`src/pkg/cmp_exec_pkg.sv`:
```
package cmp_exec_pkg;

	// Opcodes handled by this datapath.
	localparam logic [7:0] OP_CPL_CARRY = 8'hF5;
	localparam logic [7:0] OP_CMP_RMR8 = 8'h38;
	localparam logic [7:0] OP_CMP_RMR16 = 8'h39;
	localparam logic [7:0] OP_CMP_RRM8 = 8'h3A;
	localparam logic [7:0] OP_CMP_RRM16 = 8'h3B;
	localparam logic [7:0] OP_CMP_ACC8 = 8'h3C;
	localparam logic [7:0] OP_CMP_ACC16 = 8'h3D;
	localparam logic [7:0] OP_GRP_I8   = 8'h80;
	localparam logic [7:0] OP_GRP_I16  = 8'h81;
	localparam logic [7:0] OP_GRP_SX8  = 8'h83;
	localparam logic [7:0] OP_STR_CMP8 = 8'hA6;
	localparam logic [7:0] OP_STR_CMP16 = 8'hA7;
	localparam logic [2:0] GRP_CMP_REG = 3'h7;

	// Execution lengths in core clocks.
	localparam logic [4:0] CLK_CPL_CARRY = 5'h02;
	localparam logic [4:0] CLK_CMP_REG  = 5'h03;
	localparam logic [4:0] CLK_CMP_ACCW = 5'h04;
	localparam logic [4:0] CLK_CMP_MEM  = 5'h0A;
	localparam logic [4:0] CLK_CMP_MEMN = 5'h0E;
	localparam logic [4:0] CLK_STR      = 5'h16;
	localparam logic [4:0] CLK_STR_NW   = 5'h1A;

	// Index steps per operand size.
	localparam logic [15:0] STEP_BYTE = 16'h0001;
	localparam logic [15:0] STEP_WORD = 16'h0002;

	// Flag vector bit positions.
	localparam int FL_CARRY = 0;
	localparam int FL_PF = 1;
	localparam int FL_AF = 2;
	localparam int FL_ZF = 3;
	localparam int FL_SF = 4;
	localparam int FL_OF = 5;
	localparam logic [5:0] FLAGS_RST = 6'h00;

	// Segment selector codes.
	typedef enum logic [1:0] {SEG_EXTRA, SEG_CS, SEG_SS, SEG_DATA} seg_t;

	// Operation classes after decode.
	typedef enum logic [1:0] {OPC_NONE, OPC_CPL, OPC_CMP, OPC_STR} opclass_t;

endpackage

```
`src/pkg/sub_flags_if.sv`:
```
`timescale 1ns/1ps
interface sub_flags_if;
	logic [15:0] minuend;
	logic [15:0] subtrahend;
	logic        wordOp;
	logic [5:0]  flags;

	modport core (output minuend, output subtrahend, output wordOp, input flags);
	modport alu  (input minuend, input subtrahend, input wordOp, output flags);
endinterface

```
`src/hdl/sub_flag_unit.sv`:
```
`timescale 1ns/1ps
module sub_flag_unit
(
	sub_flags_if.alu sub
);
	wire [16:0] diff  = {1'b0, sub.minuend} - {1'b0, sub.subtrahend};
	wire [8:0]  diffB = {1'b0, sub.minuend[7:0]} - {1'b0, sub.subtrahend[7:0]};
	wire [4:0]  diffN = {1'b0, sub.minuend[3:0]} - {1'b0, sub.subtrahend[3:0]};
	wire        msbA  = sub.wordOp ? sub.minuend[15] : sub.minuend[7];
	wire        msbB  = sub.wordOp ? sub.subtrahend[15] : sub.subtrahend[7];
	wire        msbD  = sub.wordOp ? diff[15] : diffB[7];
	wire        borrow = sub.wordOp ? diff[16] : diffB[8];
	wire        zero  = sub.wordOp ? (diff[15:0] == 16'h0000) : (diffB[7:0] == 8'h00);

	// Flags follow a plain subtraction; carry is the borrow.
	assign sub.flags[cmp_exec_pkg::FL_CARRY] = borrow;
	assign sub.flags[cmp_exec_pkg::FL_PF] = ~^diffB[7:0];
	assign sub.flags[cmp_exec_pkg::FL_AF] = diffN[4];
	assign sub.flags[cmp_exec_pkg::FL_ZF] = zero;
	assign sub.flags[cmp_exec_pkg::FL_SF] = msbD;
	assign sub.flags[cmp_exec_pkg::FL_OF] = (msbA ^ msbB) & (msbA ^ msbD);
endmodule // sub_flag_unit

```
`src/hdl/carry_compare_string_exec.sv`:
```
// Function
// - Complement carry only, two clocks.
// - Compare subtracts, flags only, no writeback.
// - Sign-extend byte immediate for word compare.
// - 3C/3D compare immediate against accumulator.
// - 80/81 reg field 7 compare immediate.
// - 38-3B register compare operand order, widths.
// - Compare lengths 3 (4 for 3D), 10, 14 clocks.
// - String compare source minus target, A6/A7.
// - Source segment overridable; target always extra.
// - Step both indexes by size, direction-selected.
// - String compare 22, narrow word 26.
// - Short string forms behave as general forms.
`timescale 1ns/1ps
module carry_compare_string_exec
(
	input  wire logic        ref_clk,
	input  wire logic        rst_n,
	input  wire logic        start,
	input  wire logic [7:0]  opcode,
	input  wire logic [2:0]  modrmReg,
	input  wire logic        memOperand,
	input  wire logic        narrowBus,
	input  wire logic [15:0] regOperand,
	input  wire logic [15:0] rmOperand,
	input  wire logic [15:0] immediate,
	input  wire logic [15:0] accumulatorWord,
	input  wire logic [15:0] srcMemData,
	input  wire logic [15:0] dstMemData,
	input  wire logic [15:0] sourceIndexIn,
	input  wire logic [15:0] targetIndexIn,
	input  wire logic        segOverride,
	input  wire logic [1:0]  overrideSeg,
	input  wire logic        directionFlag,
	input  wire logic [5:0]  flagsIn,
	output logic             busy,
	output logic             done,
	output logic             illegalOp,
	output logic [5:0]       flagsOut,
	output logic             flagsWrite,
	output logic [15:0]      sourceIndexOut,
	output logic [15:0]      targetIndexOut,
	output logic             indexWrite,
	output logic [1:0]       srcSegSel,
	output logic [1:0]       dstSegSel
);
	typedef enum logic [1:0] {ST_IDLE, ST_RUN} state_t;

	state_t      state_r;
	logic [4:0]  count_r;
	logic        busy_r;
	logic        done_r;
	logic        illegal_r;
	logic [5:0]  flags_r;
	logic        flagsWr_r;
	logic [15:0] siOut_r;
	logic [15:0] tgtOut_r;
	logic        idxWr_r;
	logic        idxPulse_r;
	logic [1:0]  srcSeg_r;
	logic [1:0]  dstSeg_r;

	sub_flags_if sub();
	sub_flag_unit uSub (.sub(sub.alu));

	// Decode of the opcode into class, width and operand sources.
	function automatic cmp_exec_pkg::opclass_t classify(input logic [7:0] op,
		input logic [2:0] rg);
		unique case (op)
			cmp_exec_pkg::OP_CPL_CARRY: classify = cmp_exec_pkg::OPC_CPL;
			cmp_exec_pkg::OP_CMP_RMR8, cmp_exec_pkg::OP_CMP_RMR16,
			cmp_exec_pkg::OP_CMP_RRM8, cmp_exec_pkg::OP_CMP_RRM16,
			cmp_exec_pkg::OP_CMP_ACC8, cmp_exec_pkg::OP_CMP_ACC16:
				classify = cmp_exec_pkg::OPC_CMP;
			cmp_exec_pkg::OP_GRP_I8, cmp_exec_pkg::OP_GRP_I16, cmp_exec_pkg::OP_GRP_SX8:
				classify = (rg == cmp_exec_pkg::GRP_CMP_REG) ? cmp_exec_pkg::OPC_CMP
					: cmp_exec_pkg::OPC_NONE;
			cmp_exec_pkg::OP_STR_CMP8, cmp_exec_pkg::OP_STR_CMP16:
				classify = cmp_exec_pkg::OPC_STR;
			default: classify = cmp_exec_pkg::OPC_NONE;
		endcase
	endfunction

	wire cmp_exec_pkg::opclass_t opClass = classify(opcode, modrmReg);
	// Odd opcodes of each pair, plus 83, are word width.
	wire isWord = opcode[0] | (opcode == cmp_exec_pkg::OP_GRP_SX8);
	wire isAcc  = (opcode == cmp_exec_pkg::OP_CMP_ACC8) | (opcode == cmp_exec_pkg::OP_CMP_ACC16);
	wire isGrp  = (opcode == cmp_exec_pkg::OP_GRP_I8) | (opcode == cmp_exec_pkg::OP_GRP_I16)
		| (opcode == cmp_exec_pkg::OP_GRP_SX8);
	wire regFirst = (opcode == cmp_exec_pkg::OP_CMP_RRM8)
		| (opcode == cmp_exec_pkg::OP_CMP_RRM16);
	wire usesMem = memOperand & ~isAcc;

	// Immediate byte sign-extended for the 83 form.
	wire [15:0] sxImm = {{8{immediate[7]}}, immediate[7:0]};
	wire [15:0] immSel = (opcode == cmp_exec_pkg::OP_GRP_SX8) ? sxImm : immediate;

	// Operand selection per compare form.
	wire [15:0] cmpFirst = isAcc ? accumulatorWord
		: (regFirst ? regOperand : rmOperand);
	wire [15:0] cmpSecond = (isAcc | isGrp) ? immSel
		: (regFirst ? rmOperand : regOperand);

	// String compare takes source minus target.
	wire isStr = (opClass == cmp_exec_pkg::OPC_STR);
	assign sub.minuend    = isStr ? srcMemData : cmpFirst;
	assign sub.subtrahend = isStr ? dstMemData : cmpSecond;
	assign sub.wordOp     = isWord;

	// Cycle count chosen by class, operand location and bus width.
	wire [4:0] cmpLen = usesMem ? ((narrowBus & isWord) ? cmp_exec_pkg::CLK_CMP_MEMN
		: cmp_exec_pkg::CLK_CMP_MEM)
		: ((opcode == cmp_exec_pkg::OP_CMP_ACC16) ? cmp_exec_pkg::CLK_CMP_ACCW
		: cmp_exec_pkg::CLK_CMP_REG);
	wire [4:0] strLen = (narrowBus & isWord) ? cmp_exec_pkg::CLK_STR_NW
		: cmp_exec_pkg::CLK_STR;
	wire [4:0] opLen = (opClass == cmp_exec_pkg::OPC_CPL) ? cmp_exec_pkg::CLK_CPL_CARRY
		: (isStr ? strLen : cmpLen);

	// Index step, negated when the direction flag is set.
	wire [15:0] step    = isWord ? cmp_exec_pkg::STEP_WORD : cmp_exec_pkg::STEP_BYTE;
	wire [15:0] siNext  = directionFlag ? sourceIndexIn - step : sourceIndexIn + step;
	wire [15:0] tgtNext = directionFlag ? targetIndexIn - step : targetIndexIn + step;
	wire [1:0]  srcSeg  = segOverride ? overrideSeg : 2'(cmp_exec_pkg::SEG_DATA);
	wire [1:0]  dstSeg  = 2'(cmp_exec_pkg::SEG_EXTRA);

	// Carry toggled, other flags held.
	wire [5:0] carryFlipFlags = flagsIn ^ (6'h01 << cmp_exec_pkg::FL_CARRY);
	wire accept = start & (state_r == ST_IDLE);
	wire lastCycle = (state_r == ST_RUN) & (count_r == 5'h02);

	// Sequencer: count down the operation length, retire on last clock.
	always_ff @(posedge ref_clk or negedge rst_n)
	begin
		if (!rst_n)
		begin
			state_r <= ST_IDLE;
			count_r <= 5'h00;
		end
		else if (accept && opClass != cmp_exec_pkg::OPC_NONE)
		begin
			state_r <= ST_RUN;
			count_r <= opLen;
		end
		else if (state_r == ST_RUN)
		begin
			state_r <= lastCycle ? ST_IDLE : ST_RUN;
			count_r <= count_r - 5'h01;
		end
	end

	// Operation result captured at acceptance and output at once; only the write strobes wait for retirement.
	always_ff @(posedge ref_clk or negedge rst_n)
	begin
		if (!rst_n)
		begin
			flags_r  <= cmp_exec_pkg::FLAGS_RST;
			siOut_r  <= 16'h0000;
			tgtOut_r <= 16'h0000;
			srcSeg_r <= 2'(cmp_exec_pkg::SEG_DATA);
			dstSeg_r <= 2'(cmp_exec_pkg::SEG_EXTRA);
			idxWr_r  <= 1'b0;
		end
		else if (accept && opClass != cmp_exec_pkg::OPC_NONE)
		begin
			flags_r  <= (opClass == cmp_exec_pkg::OPC_CPL) ? carryFlipFlags : sub.flags;
			siOut_r  <= siNext;
			tgtOut_r <= tgtNext;
			srcSeg_r <= srcSeg;
			dstSeg_r <= dstSeg;
			idxWr_r  <= isStr;
		end
	end

	// Handshake outputs; no result bus exists, so nothing is written back.
	always_ff @(posedge ref_clk or negedge rst_n)
	begin
		if (!rst_n)
		begin
			busy_r    <= 1'b0;
			done_r    <= 1'b0;
			flagsWr_r <= 1'b0;
			illegal_r <= 1'b0;
			idxPulse_r <= 1'b0;
		end
		else
		begin
			busy_r    <= (accept && opClass != cmp_exec_pkg::OPC_NONE) | (busy_r & ~lastCycle);
			done_r    <= lastCycle;
			flagsWr_r <= lastCycle;
			illegal_r <= accept && opClass == cmp_exec_pkg::OPC_NONE;
			idxPulse_r <= lastCycle & idxWr_r;
		end
	end

	assign busy           = busy_r;
	assign done           = done_r;
	assign illegalOp      = illegal_r;
	assign flagsOut       = flags_r;
	assign flagsWrite     = flagsWr_r;
	assign sourceIndexOut = siOut_r;
	assign targetIndexOut = tgtOut_r;
	assign indexWrite     = idxPulse_r;
	assign srcSegSel      = srcSeg_r;
	assign dstSegSel      = dstSeg_r;

	// Counts busy cycles; done follows one cycle after the last of them.
	int unsigned lenCnt_r;
	always_ff @(posedge ref_clk or negedge rst_n)
	begin
		if (!rst_n)
			lenCnt_r <= 0;
		else
			lenCnt_r <= busy_r ? lenCnt_r + 1 : 0;
	end
endmodule // carry_compare_string_exec

```
`config.mk`:
```
export PLATFORM = sky130hd
export DESIGN_NAME = carry_compare_string_exec
export DESIGN_NICKNAME = d
export VERILOG_FILES = /design/src/pkg/cmp_exec_pkg.sv /design/src/pkg/sub_flags_if.sv /design/src/hdl/sub_flag_unit.sv /design/src/hdl/carry_compare_string_exec.sv
export SDC_FILE = /design/constraint.sdc
export NUM_CORES = 1
export LEC_CHECK = 0
export BUFFER_PORTS_ARGS = -buffer_cell sky130_fd_sc_hd__buf_4
export CELL_PAD_IN_SITES_DETAIL_PLACEMENT = 1
export CELL_PAD_IN_SITES_GLOBAL_PLACEMENT = 1
export CORE_ASPECT_RATIO = 1.4
export CORE_MARGIN = 2
export CORE_UTILIZATION = 33
export CTS_CLUSTER_DIAMETER = 100
export DETAILED_ROUTE_END_ITERATION = 12
export GPL_TIMING_DRIVEN = 0
export PLACE_DENSITY_LB_ADDON = 0.12
export SYNTH_ARGS = -nofsm -noshare
export SYNTH_HDL_FRONTEND = slang
export SYNTH_SLANG_ARGS = --single-unit
```
`constraint.sdc`:
```
create_clock -name ref_clk -period 1.6 [get_ports ref_clk]
set_input_delay 0.08 -clock ref_clk [delete_from_list [all_inputs] [get_ports ref_clk]]
set_output_delay 0.08 -clock ref_clk [all_outputs]
set_load 0.1 [all_outputs]
```
==> results of run 1 <==
==> layout make-up <==
cell class | instances | area, µm²
Sequential cell | 51 | 1280
Timing Repair Buffer | 279 | 2310
Buffer | 30 | 337
Clock inverter | 2 | 60.1
Multi-Input combinational cell | 577 | 4550
Tap cell | 199 | 249
Fill cell | 1959 | 7060
Clock buffer | 6 | 129
Inverter | 33 | 130
==> cells by family after synthesis <==
logic type      share of synthesized area [%]
flops                                    23.6
xor+xnor                                 5.81
buf+inv                                  4.94
compound gates                           26.0
fa+ha+maj                                13.3
other cells                            0.0691
simple gates                             19.1
mux                                      7.08
==> placed cells by master (no fill, tap or decap), drive strengths merged, types with 4 or more instances in the layout <==
master and instances:
clkbuf 33, a31oi 6, and2 4, xnor2 17, a211oi 27, mux2i 35
nand2b 10, nor2 51, ha 53, nand2 78, a21o 13, o21bai 4
o21a 4, and3 6, buf 279, o31ai 9, or2 5, nor2b 11
or4 4, inv 32, o21ai 68, nor3 16, nand3 9, xor2 19
a21oi 68, dfrtp 49, nand4 6, o211ai 5
==> worst max-delay path by stage <==
stage,from,endpoint,cells after the start
final,opcode[7],flagsOut[3],26
after global routing,opcode[7],flagsOut[3],26
after CTS,opcode[6],flagsOut[3],27
after detailed placement,opcode[2],flagsOut[3],25
after global placement,opcode[2],flagsOut[3],25
after floorplan,opcode[7],flagsOut[3],26
==> power by group <==
part           leakage, nW  internal, mW  total, mW  switching [mW]
sequential           0.644          1.80       2.27           0.462
clock               0.0911         0.899       1.42           0.517
combinational         3.46          2.13       7.07            4.94
total                 4.19          4.84       10.8            5.92
==> registers in the layout, summed over array words and instances (netlist names) <==
name / cells
busy: 1
count_r: 5
flagsOut: 6
flagsWrite: 1
idxWr_r: 1
illegalOp: 1
indexWrite: 1
sourceIndexOut: 16
srcSegSel: 2
state_r: 1
targetIndexOut: 16
==> metal layers <==
layer	global-route usage [%]	up-vias
li1	-	3091
met3	1.83	56
met1	23.7	3139
met5	0	-
met2	48.0	205
met4	7.32	0
==> worst min-delay path, stage by stage <==
cell and delay, ns:
buf_4 0.11, inv_1 0.04, a31oi_1 0.07
==> metrics by stage <==
stage	cells	util (%)
after detailed placement	1092	45.4
after global routing	1177	56.2
after CTS	1142	51.5
final	1177	56.2
after global placement	1092	45.4
after floorplan	696	-
==> timing repair <==
action	in CTS	in global routing
endpoints found under the hold margin	51	0
hold buffers	3	0
setup endpoints to repair	49	49
setup buffers	39	39
gates resized for setup	114	133
cloned	2	6
pin swaps	28	91
==> results.toml, run 1 <==
[power]
irDropWorstVdd_mv = 1.22
p_leak_nw = 4.19
power-per-cell-area_nw_per_um2 = 1190
total_power_mw = 10.8

[worst_hold_path]
hold_start = "overrideSeg[0]"
hp-class = "in -> reg"
min_to = "srcSegSel[0]"
holdPathStages = 3

[synthesis]
synth_cell_types = 62
synth_edf_count = 0
synthArstFlopShare_pct = 100
synth_area_leaders = "dfrtp_1 (23%), ha_1 (12%), mux2i_1 (6.5%), a21oi_1 (6.3%), o21ai_0 (6.3%)"
yosysMostFrequentCell = "nand2_1"
synth_seq_cells = 51
syn_inst = 695
syn_area_per_cell_um2 = 7.80
synth_area_leader_cell = "dfrtp_1"
syn-cell-area_um2 = 5420
seq_area_frac_synth_pct = 23.6
ys_top_cells_by_count = "nand2_1 (78), a21oi_1 (68), o21ai_0 (68), ha_1 (53), nor2_1 (51)"
ys.warnings.count = 0
netlist.area_leader.share_pct = 22.6
synth_flop_cell = "dfrtp_1"

[clock_network]
cts_tree = "yes"
cts.sinks = 51
h-tree-depth = 2
cts.clk_slew.worst_paths_ns = 0.07
cts-root-buf = "clkbuf_16"
clkLatencyLatePin_ns = 0.30
cts_inserted_buffers = 5
clock_path_buffers = 2

[global_routing]
grt_pass1_vias = 6798
grt_start_max_net_pins = 52
grt_usage_pct = 23.0
antenna_found_initial = 0
overflow = 0
grt_pass1_wl_um = 32700

[route]
wl_um = 24300
met2_length_um = 13600
wl_met3_um = 856
vias = 6491
drc = 0
drt_iter0_drc = 218
vias_per_cell = 5.51
post_drt_wl_per_cell_um = 20.6
antenna_left = 0
wl_met1_um = 8840
highest_layer = "met4"
firstDrtPassIters = 4

[timing]
tightest_slew_ns = 0.723
slew_violations = 0
max_freq_ghz = 0.232
hold_ws_ns = -0.00216
worst_slack_ns = -2.71
hold_viol = 1
fin_tns_setup_ns = -42.15
fin_crit_ns = 4.31
maxSlewHeadroom_pct = 51.8
rsz0062_at_grt = "yes"
min_period_over_period_pct = 269
setup_violations = 48
clock_skew_ns = 0.00376

[die]
pin_count = 201
fp.dieH_um = 156
die_w_um = 112
rows = 55
initial_utilization_pct = 33.7
die_area_um2 = 17500
coreArea_um2 = 16100

[placement]
dpl.hpwl_um = 16300
numPortBuffers = 197
postPlaceCellArea_um2 = 7310
gp_congestion = 0.848
place_ws_ns = -3.70

[critical_path]
regToRegStartpoint = "state_r[0]"
reg2reg_depth = 7
cp_data_required_time_ns = 1.82
worstReg2RegEnd = "flagsOut[3]"
endpoint_kind = "flip-flop"
reg2reg_slack_ns = -0.53
slowest_stage = "or3b_4"
critPathMaxFanout = 4
worstPathArrival_ns = 4.53
critPathMaxStageDelay_ns = 0.41
worst_path_most_repeated_cell = "nand4_1"
criticalPathCategory = "in -> reg"
path_delay_family = "compound AO/OA/AOI/OAI gates"
worstSetupStartpointType = "primary input"
cp_num_buf_inv = 3

[finish]
area_growth_pct = 66.7
fin_area_um2 = 9040
layout-drive-gt1-share_pct = 44.9
antenna-diode-count = 0
fin_nets = 1187

[run_status]
violations = "negative hold slack, negative setup slack"
status = "complete, but fails checks"

[run]
cap_violations = 0
Note: power is estimated with default switching activity, not from simulation.
==> inputs of run 2 (changes only) <==
--- a/config.mk
+++ b/config.mk
@@ -15,6 +15,7 @@
 export DETAILED_ROUTE_END_ITERATION = 12
 export GPL_TIMING_DRIVEN = 0
 export PLACE_DENSITY_LB_ADDON = 0.12
+export REMOVE_ABC_BUFFERS = 1
 export SYNTH_ARGS = -nofsm -noshare
 export SYNTH_HDL_FRONTEND = slang
 export SYNTH_SLANG_ARGS = --single-unit
==> results.toml, run 2 (synthesis gave the netlist of run 1 again) <==
[finish]
layout-drive-gt1-share_pct = 38.3
antenna-diode-count = 0
final-seq-area_um2 = 1280
layout_commonest_cell = "buf_4"
multi_input_area_um2 = 4260
area_growth_pct = 54.3
layout_common_cells = "buf_4 (247), nand2_1 (77), o21ai_0 (51)"
fin_nets = 1158
fill_cells = 1972

[critical_path]
critPathMaxStageDelay_ns = 0.42
worstSetupStartpointType = "primary input"
worst_path_most_repeated_cell = "buf_6"
path_delay_family = "simple AND/OR/NAND/NOR gates"
critPathMaxFanout = 4
cp_data_required_time_ns = 1.75
slowest_stage = "or3b_4"
criticalPathCategory = "in -> reg"
endpoint_kind = "flip-flop"
worstPathArrival_ns = 4.39
cp_num_buf_inv = 9

[route]
vias_per_cell = 5.42
firstDrtPassIters = 4
antenna_left = 0
vias = 6225
drt_iter0_drc = 151
drc = 0
post_drt_wl_per_cell_um = 17.9
wl_um = 20500

[global_routing]
antenna_found_initial = 0
overflow = 0
grt_start_max_net_pins = 52
grt_usage_pct = 23.3
grt_pass1_vias = 6957
grt_pass1_wl_um = 33500

[power]
power-per-cell-area_nw_per_um2 = 1190
p_leak_nw = 3.92
irDropWorstVdd_mv = 0.910
total_power_mw = 9.98

[die]
rows = 55
coreArea_um2 = 16100
initial_utilization_pct = 33.7
pin_count = 201
die_area_um2 = 17500
die_w_um = 112
fp.dieH_um = 156

[timing]
fin_tns_setup_ns = -47.29
maxSlewHeadroom_pct = 36.7
tightest_slew_ns = 0.940
rsz0062_at_grt = "yes"
worst_slack_ns = -2.65
setup_violations = 49
clock_skew_ns = 0.00581
slew_violations = 0
max_freq_ghz = 0.235
hold_viol = 0
fin_crit_ns = 4.25
min_period_over_period_pct = 265

[clock_network]
cts.sinks = 51
cts-root-buf = "clkbuf_16"
clkLatencyLatePin_ns = 0.29
cts_tree = "yes"
clock_path_buffers = 2
cts_inserted_buffers = 5
h-tree-depth = 2
cts.clk_slew.worst_paths_ns = 0.07

[run_status]
status = "complete, but fails checks"
violations = "negative setup slack"

[placement]
gp_congestion = 0.847
numPortBuffers = 198
dpl.hpwl_um = 14700

[run]
cap_violations = 0

[worst_hold_path]
hp-class = "in -> reg"
==> run 2: cell count changes in the layout (fill, tap and decap cells not counted), sizes merged <==
cell	delta
clkbuf	-25
buf	-4
bufinv	-2
bufbuf	+1
dlygate4sd3	-1
nand2b	+1
nor2	+1
==> run 2: area by class of cell <==
cell class,count,share of cell area [%]
clock buffers,8,1.87
inverters,33,1.56
multi-input cells,579,50.9
flip-flops and latches,51,15.3
well taps,199,2.98
repair buffers,278,27.4
==> run 2: metrics by stage <==
| step | std cells | setup slack [ns] | util [%] | hold slack (ns) | cell area (µm²) |
|---|---|---|---|---|---|
| 3_5_place_dp | 1065 | -3.74 | 44.5 | 0.179 | 7160 |
| 5_1_grt | 1148 | -2.94 | 52.0 | 0.0339 | 8370 |
| 2_1_floorplan | 661 | -4.31 | - | -0.216 | 5280 |
| 3_3_place_gp | 1058 | -6.12 | 43.6 | 0.168 | 7020 |
| 4_1_cts | 1137 | -2.55 | 50.8 | 0.00334 | 8180 |
| 6_report | 1148 | -2.65 | 52.0 | 0.0172 | 8370 |
==> run 2: path summary, 6_finish.rpt <==
kind                       slack, ns  cells after the start            from                end
hold / removal                  0.02                      3  overrideSeg[0]       srcSegSel[0]
hold reg to reg                 0.47                      2         idxWr_r            idxWr_r
min in group asynchronous       0.37                      2           rst_n  targetIndexOut[6]
setup reg to reg               -1.10                      7      state_r[0]        flagsOut[3]
max in group asynchronous       0.76                      2           rst_n         count_r[3]
setup / recovery               -2.65                     26       opcode[7]        flagsOut[5]
==> run 2: where the power goes <==
part	switching (mW)	total, mW	internal [mW]
Clock	0.496	1.16	0.668
Combinational	4.72	6.69	1.97
Sequential	0.320	2.12	1.80
==> run 2: per-layer routing <==
layer / share of wire, % / wire length (µm) / vias up / track usage (%)
li1: - / - / 3030 / -
met5: 0 / 0 / - / 0
met4: 3.1 / 643 / 0 / 9.00
met2: 56 / 11400 / 162 / 46.8
met3: 4.2 / 861 / 33 / 3.03
met1: 37 / 7600 / 3000 / 24.0
==> run 2: worst reg2reg max path: cells and delay by family, from the launching register on <==
family | cells | cell delay (ns)
DFF | 1 | 0.46
AOI/OAI and AO/OA | 3 | 0.63
and+or+nand+nor | 4 | 1.52
==> run 2: what timing repair did <==
| item | 4_1_cts | 5_1_grt |
|---|---|---|
| gates cloned | 3 | 0 |
| hold buffers | 2 | 0 |
| hold endpoints to repair | 51 | 0 |
| setup endpoints to repair | 49 | 49 |
| setup buffers | 59 | 21 |
| gates resized for setup | 98 | 34 |
| pin swaps | 52 | 31 |
==> inputs of run 3 (changes only) <==
--- a/config.mk
+++ b/config.mk
@@ -5,7 +5,7 @@
 export SDC_FILE = /design/constraint.sdc
 export NUM_CORES = 1
 export LEC_CHECK = 0
-export BUFFER_PORTS_ARGS = -buffer_cell sky130_fd_sc_hd__buf_4
+export BUFFER_PORTS_ARGS = -buffer_cell sky130_fd_sc_hd__buf_2
 export CELL_PAD_IN_SITES_DETAIL_PLACEMENT = 1
 export CELL_PAD_IN_SITES_GLOBAL_PLACEMENT = 1
 export CORE_ASPECT_RATIO = 1.4
@@ -14,7 +14,7 @@
 export CTS_CLUSTER_DIAMETER = 100
 export DETAILED_ROUTE_END_ITERATION = 12
 export GPL_TIMING_DRIVEN = 0
-export PLACE_DENSITY_LB_ADDON = 0.12
+export PLACE_DENSITY = 0.87
 export REMOVE_ABC_BUFFERS = 1
 export SYNTH_ARGS = -nofsm -noshare
 export SYNTH_HDL_FRONTEND = slang
==> results.toml, run 3 (synthesis gave the netlist of run 1 again) <==
[global_routing]
met3_usage_pct = 3.19
grt_pass1_vias = 6855
overflow = 0
grt_start_max_net_pins = 54
grt_pass1_wl_um = 32500
grt_usage_pct = 22.6
grt.busiest_layer = "met2"
use_met1_pct = 23.1
grtUsageMet2_pct = 45.3
antenna_found_initial = 0

[clock_network]
h-tree-depth = 2
clock_path_buffers = 2
cts-root-buf = "clkbuf_16"
cts.clk_slew.worst_paths_ns = 0.07
cts_tree = "yes"
cts.sinks = 51
clkLatencyLatePin_ns = 0.30
cts_inserted_buffers = 5

[critical_path]
worstSetupStartpointType = "primary input"
cp_data_required_time_ns = 1.82
critPathCapture = "flagsOut[3]"
critPathMaxFanout = 5
regToRegStartpoint = "state_r[0]"
critPathLaunch = "opcode[4]"
criticalPathCategory = "in -> reg"
reg2reg_slack_ns = -0.80
worstPathArrival_ns = 4.63
endpoint_kind = "flip-flop"
worstReg2RegEnd = "flagsOut[3]"
reg2reg_depth = 8

[die]
coreArea_um2 = 16100
pin_count = 201
initial_utilization_pct = 33.7
fp.dieH_um = 156
die_area_um2 = 17500
rows = 55
die_w_um = 112

[placement]
dpl.hpwl_um = 14100
numPortBuffers = 198
placed_cells = 1066
gp_congestion = 0.827
place_ws_ns = -4.30
postPlaceCellArea_um2 = 6670

[finish]
layout_commonest_cell = "buf_2"
fin_cells = 1149
multi_input_area_um2 = 4280
fin_nets = 1159
antenna-diode-count = 0
area_growth_pct = 45.5
fin_area_um2 = 7890
final-seq-area_um2 = 1280
fill_cells = 1997
layout-drive-gt1-share_pct = 38.8
layout_common_cells = "buf_2 (192), nand2_1 (76), buf_4 (58)"

[run_status]
status = "complete, but fails checks"
violations = "negative setup slack"

[route]
post_drt_wl_per_cell_um = 19.4
vias_per_cell = 5.57
vias = 6399
antenna_left = 0
drc = 0
firstDrtPassIters = 4
wl_um = 22300
drt_iter0_drc = 332

[timing]
tightest_slew_ns = 0.890
slew_violations = 0
setup_violations = 49
rsz0062_at_grt = "yes"
fin_tns_setup_ns = -44.71
max_freq_ghz = 0.227
min_period_over_period_pct = 275
hold_viol = 0
fin_crit_ns = 4.41
clock_skew_ns = 0.00684
worst_slack_ns = -2.81
maxSlewHeadroom_pct = 40.1

[run]
cap_violations = 0

[power]
irDropWorstVdd_mv = 1.49
total_power_mw = 9.79
p_leak_nw = 3.76
power-per-cell-area_nw_per_um2 = 1240

[worst_hold_path]
hp-class = "in -> reg"
[run 3: cell count changes in the layout (fill, tap and decap cells not counted), moves of 3 or more]
cell     before  now
a21oi_4       4    0
buf_6        20   15
buf_8         3    6
ha_2          6    2
a21oi_1      50   53
buf_2         0  192
buf_4       247   58
[run 3: what timing repair did]
action | 4_1_cts | 5_1_grt
endpoints found under the setup margin | 51 | 48
hold endpoints to repair | 2 | 49
pin swaps | 48 | 13
buffers inserted | 51 | 18
hold buffers | 3 | 1
gates cloned | 1 | 2
resized for setup | 99 | 24
[run 3: worst min-delay path by stage]
| stage | depth (start not counted) | end | start | slack, ns |
|---|---|---|---|---|
| final | 3 | flagsOut[5] | flagsIn[5] | 0.03 |
| after CTS | 3 | flagsOut[5] | flagsIn[5] | 0.03 |
| after detailed placement | 2 | srcSegSel[1] | segOverride | 0.25 |
| after global placement | 2 | srcSegSel[1] | segOverride | 0.25 |
| after global routing | 3 | flagsOut[5] | flagsIn[5] | 0.06 |
| after floorplan | 0 | busy | rst_n | -0.22 |
[run 3: routing by layer]
metal / vias to the layer above / part of all wire (%)
li1: 3041 / -
met1: 3067 / 37
met2: 228 / 55
met3: 63 / 3.9
met4: 0 / 4.1
met5: - / 0
[run 3: power breakdown]
group | internal (mW) | leakage [nW] | switching [mW]
sequential | 1.80 | 0.644 | 0.322
clock | 0.740 | 0.0838 | 0.531
combinational | 1.58 | 3.03 | 4.82
total | 4.12 | 3.76 | 5.67
[run 3: metrics by stage]
step / utilization, % / hold WS [ns]
after floorplan: - / -0.216
after global placement: 40.5 / 0.248
after detailed placement: 41.4 / 0.252
after CTS: 47.4 / 0.0303
after global routing: 49.0 / 0.0596
final: 49.0 / 0.0318
[run 3: final cells by class]
class / instances / share of cell area (%)
tap: 199 / 3.15
multi-input combinational: 579 / 54.2
timing repair buffer: 279 / 22.7
clock buffer: 5 / 1.59
sequential: 51 / 16.2
inverter: 33 / 1.65
clock inverter: 3 / 0.555
[run 3: critical path: stages]
cell and delay [ns]:
buf_2 0.11, or4b_4 0.56, a2111oi_4 0.45, or2_4 0.22, a21oi_1 0.10, o21ai_2 0.18
ha_2 0.21, inv_2 0.04, fa_2 0.36, a21o_1 0.18, a21oi_2 0.15, nor2b_1 0.07
o21a_1 0.21, nor2_2 0.13, xor2_1 0.17, ha_2 0.18, nand4_1 0.19, a21oi_2 0.17
nand4_1 0.12, a311o_1 0.32, a211oi_2 0.18, nand4_1 0.12, o22ai_1 0.12
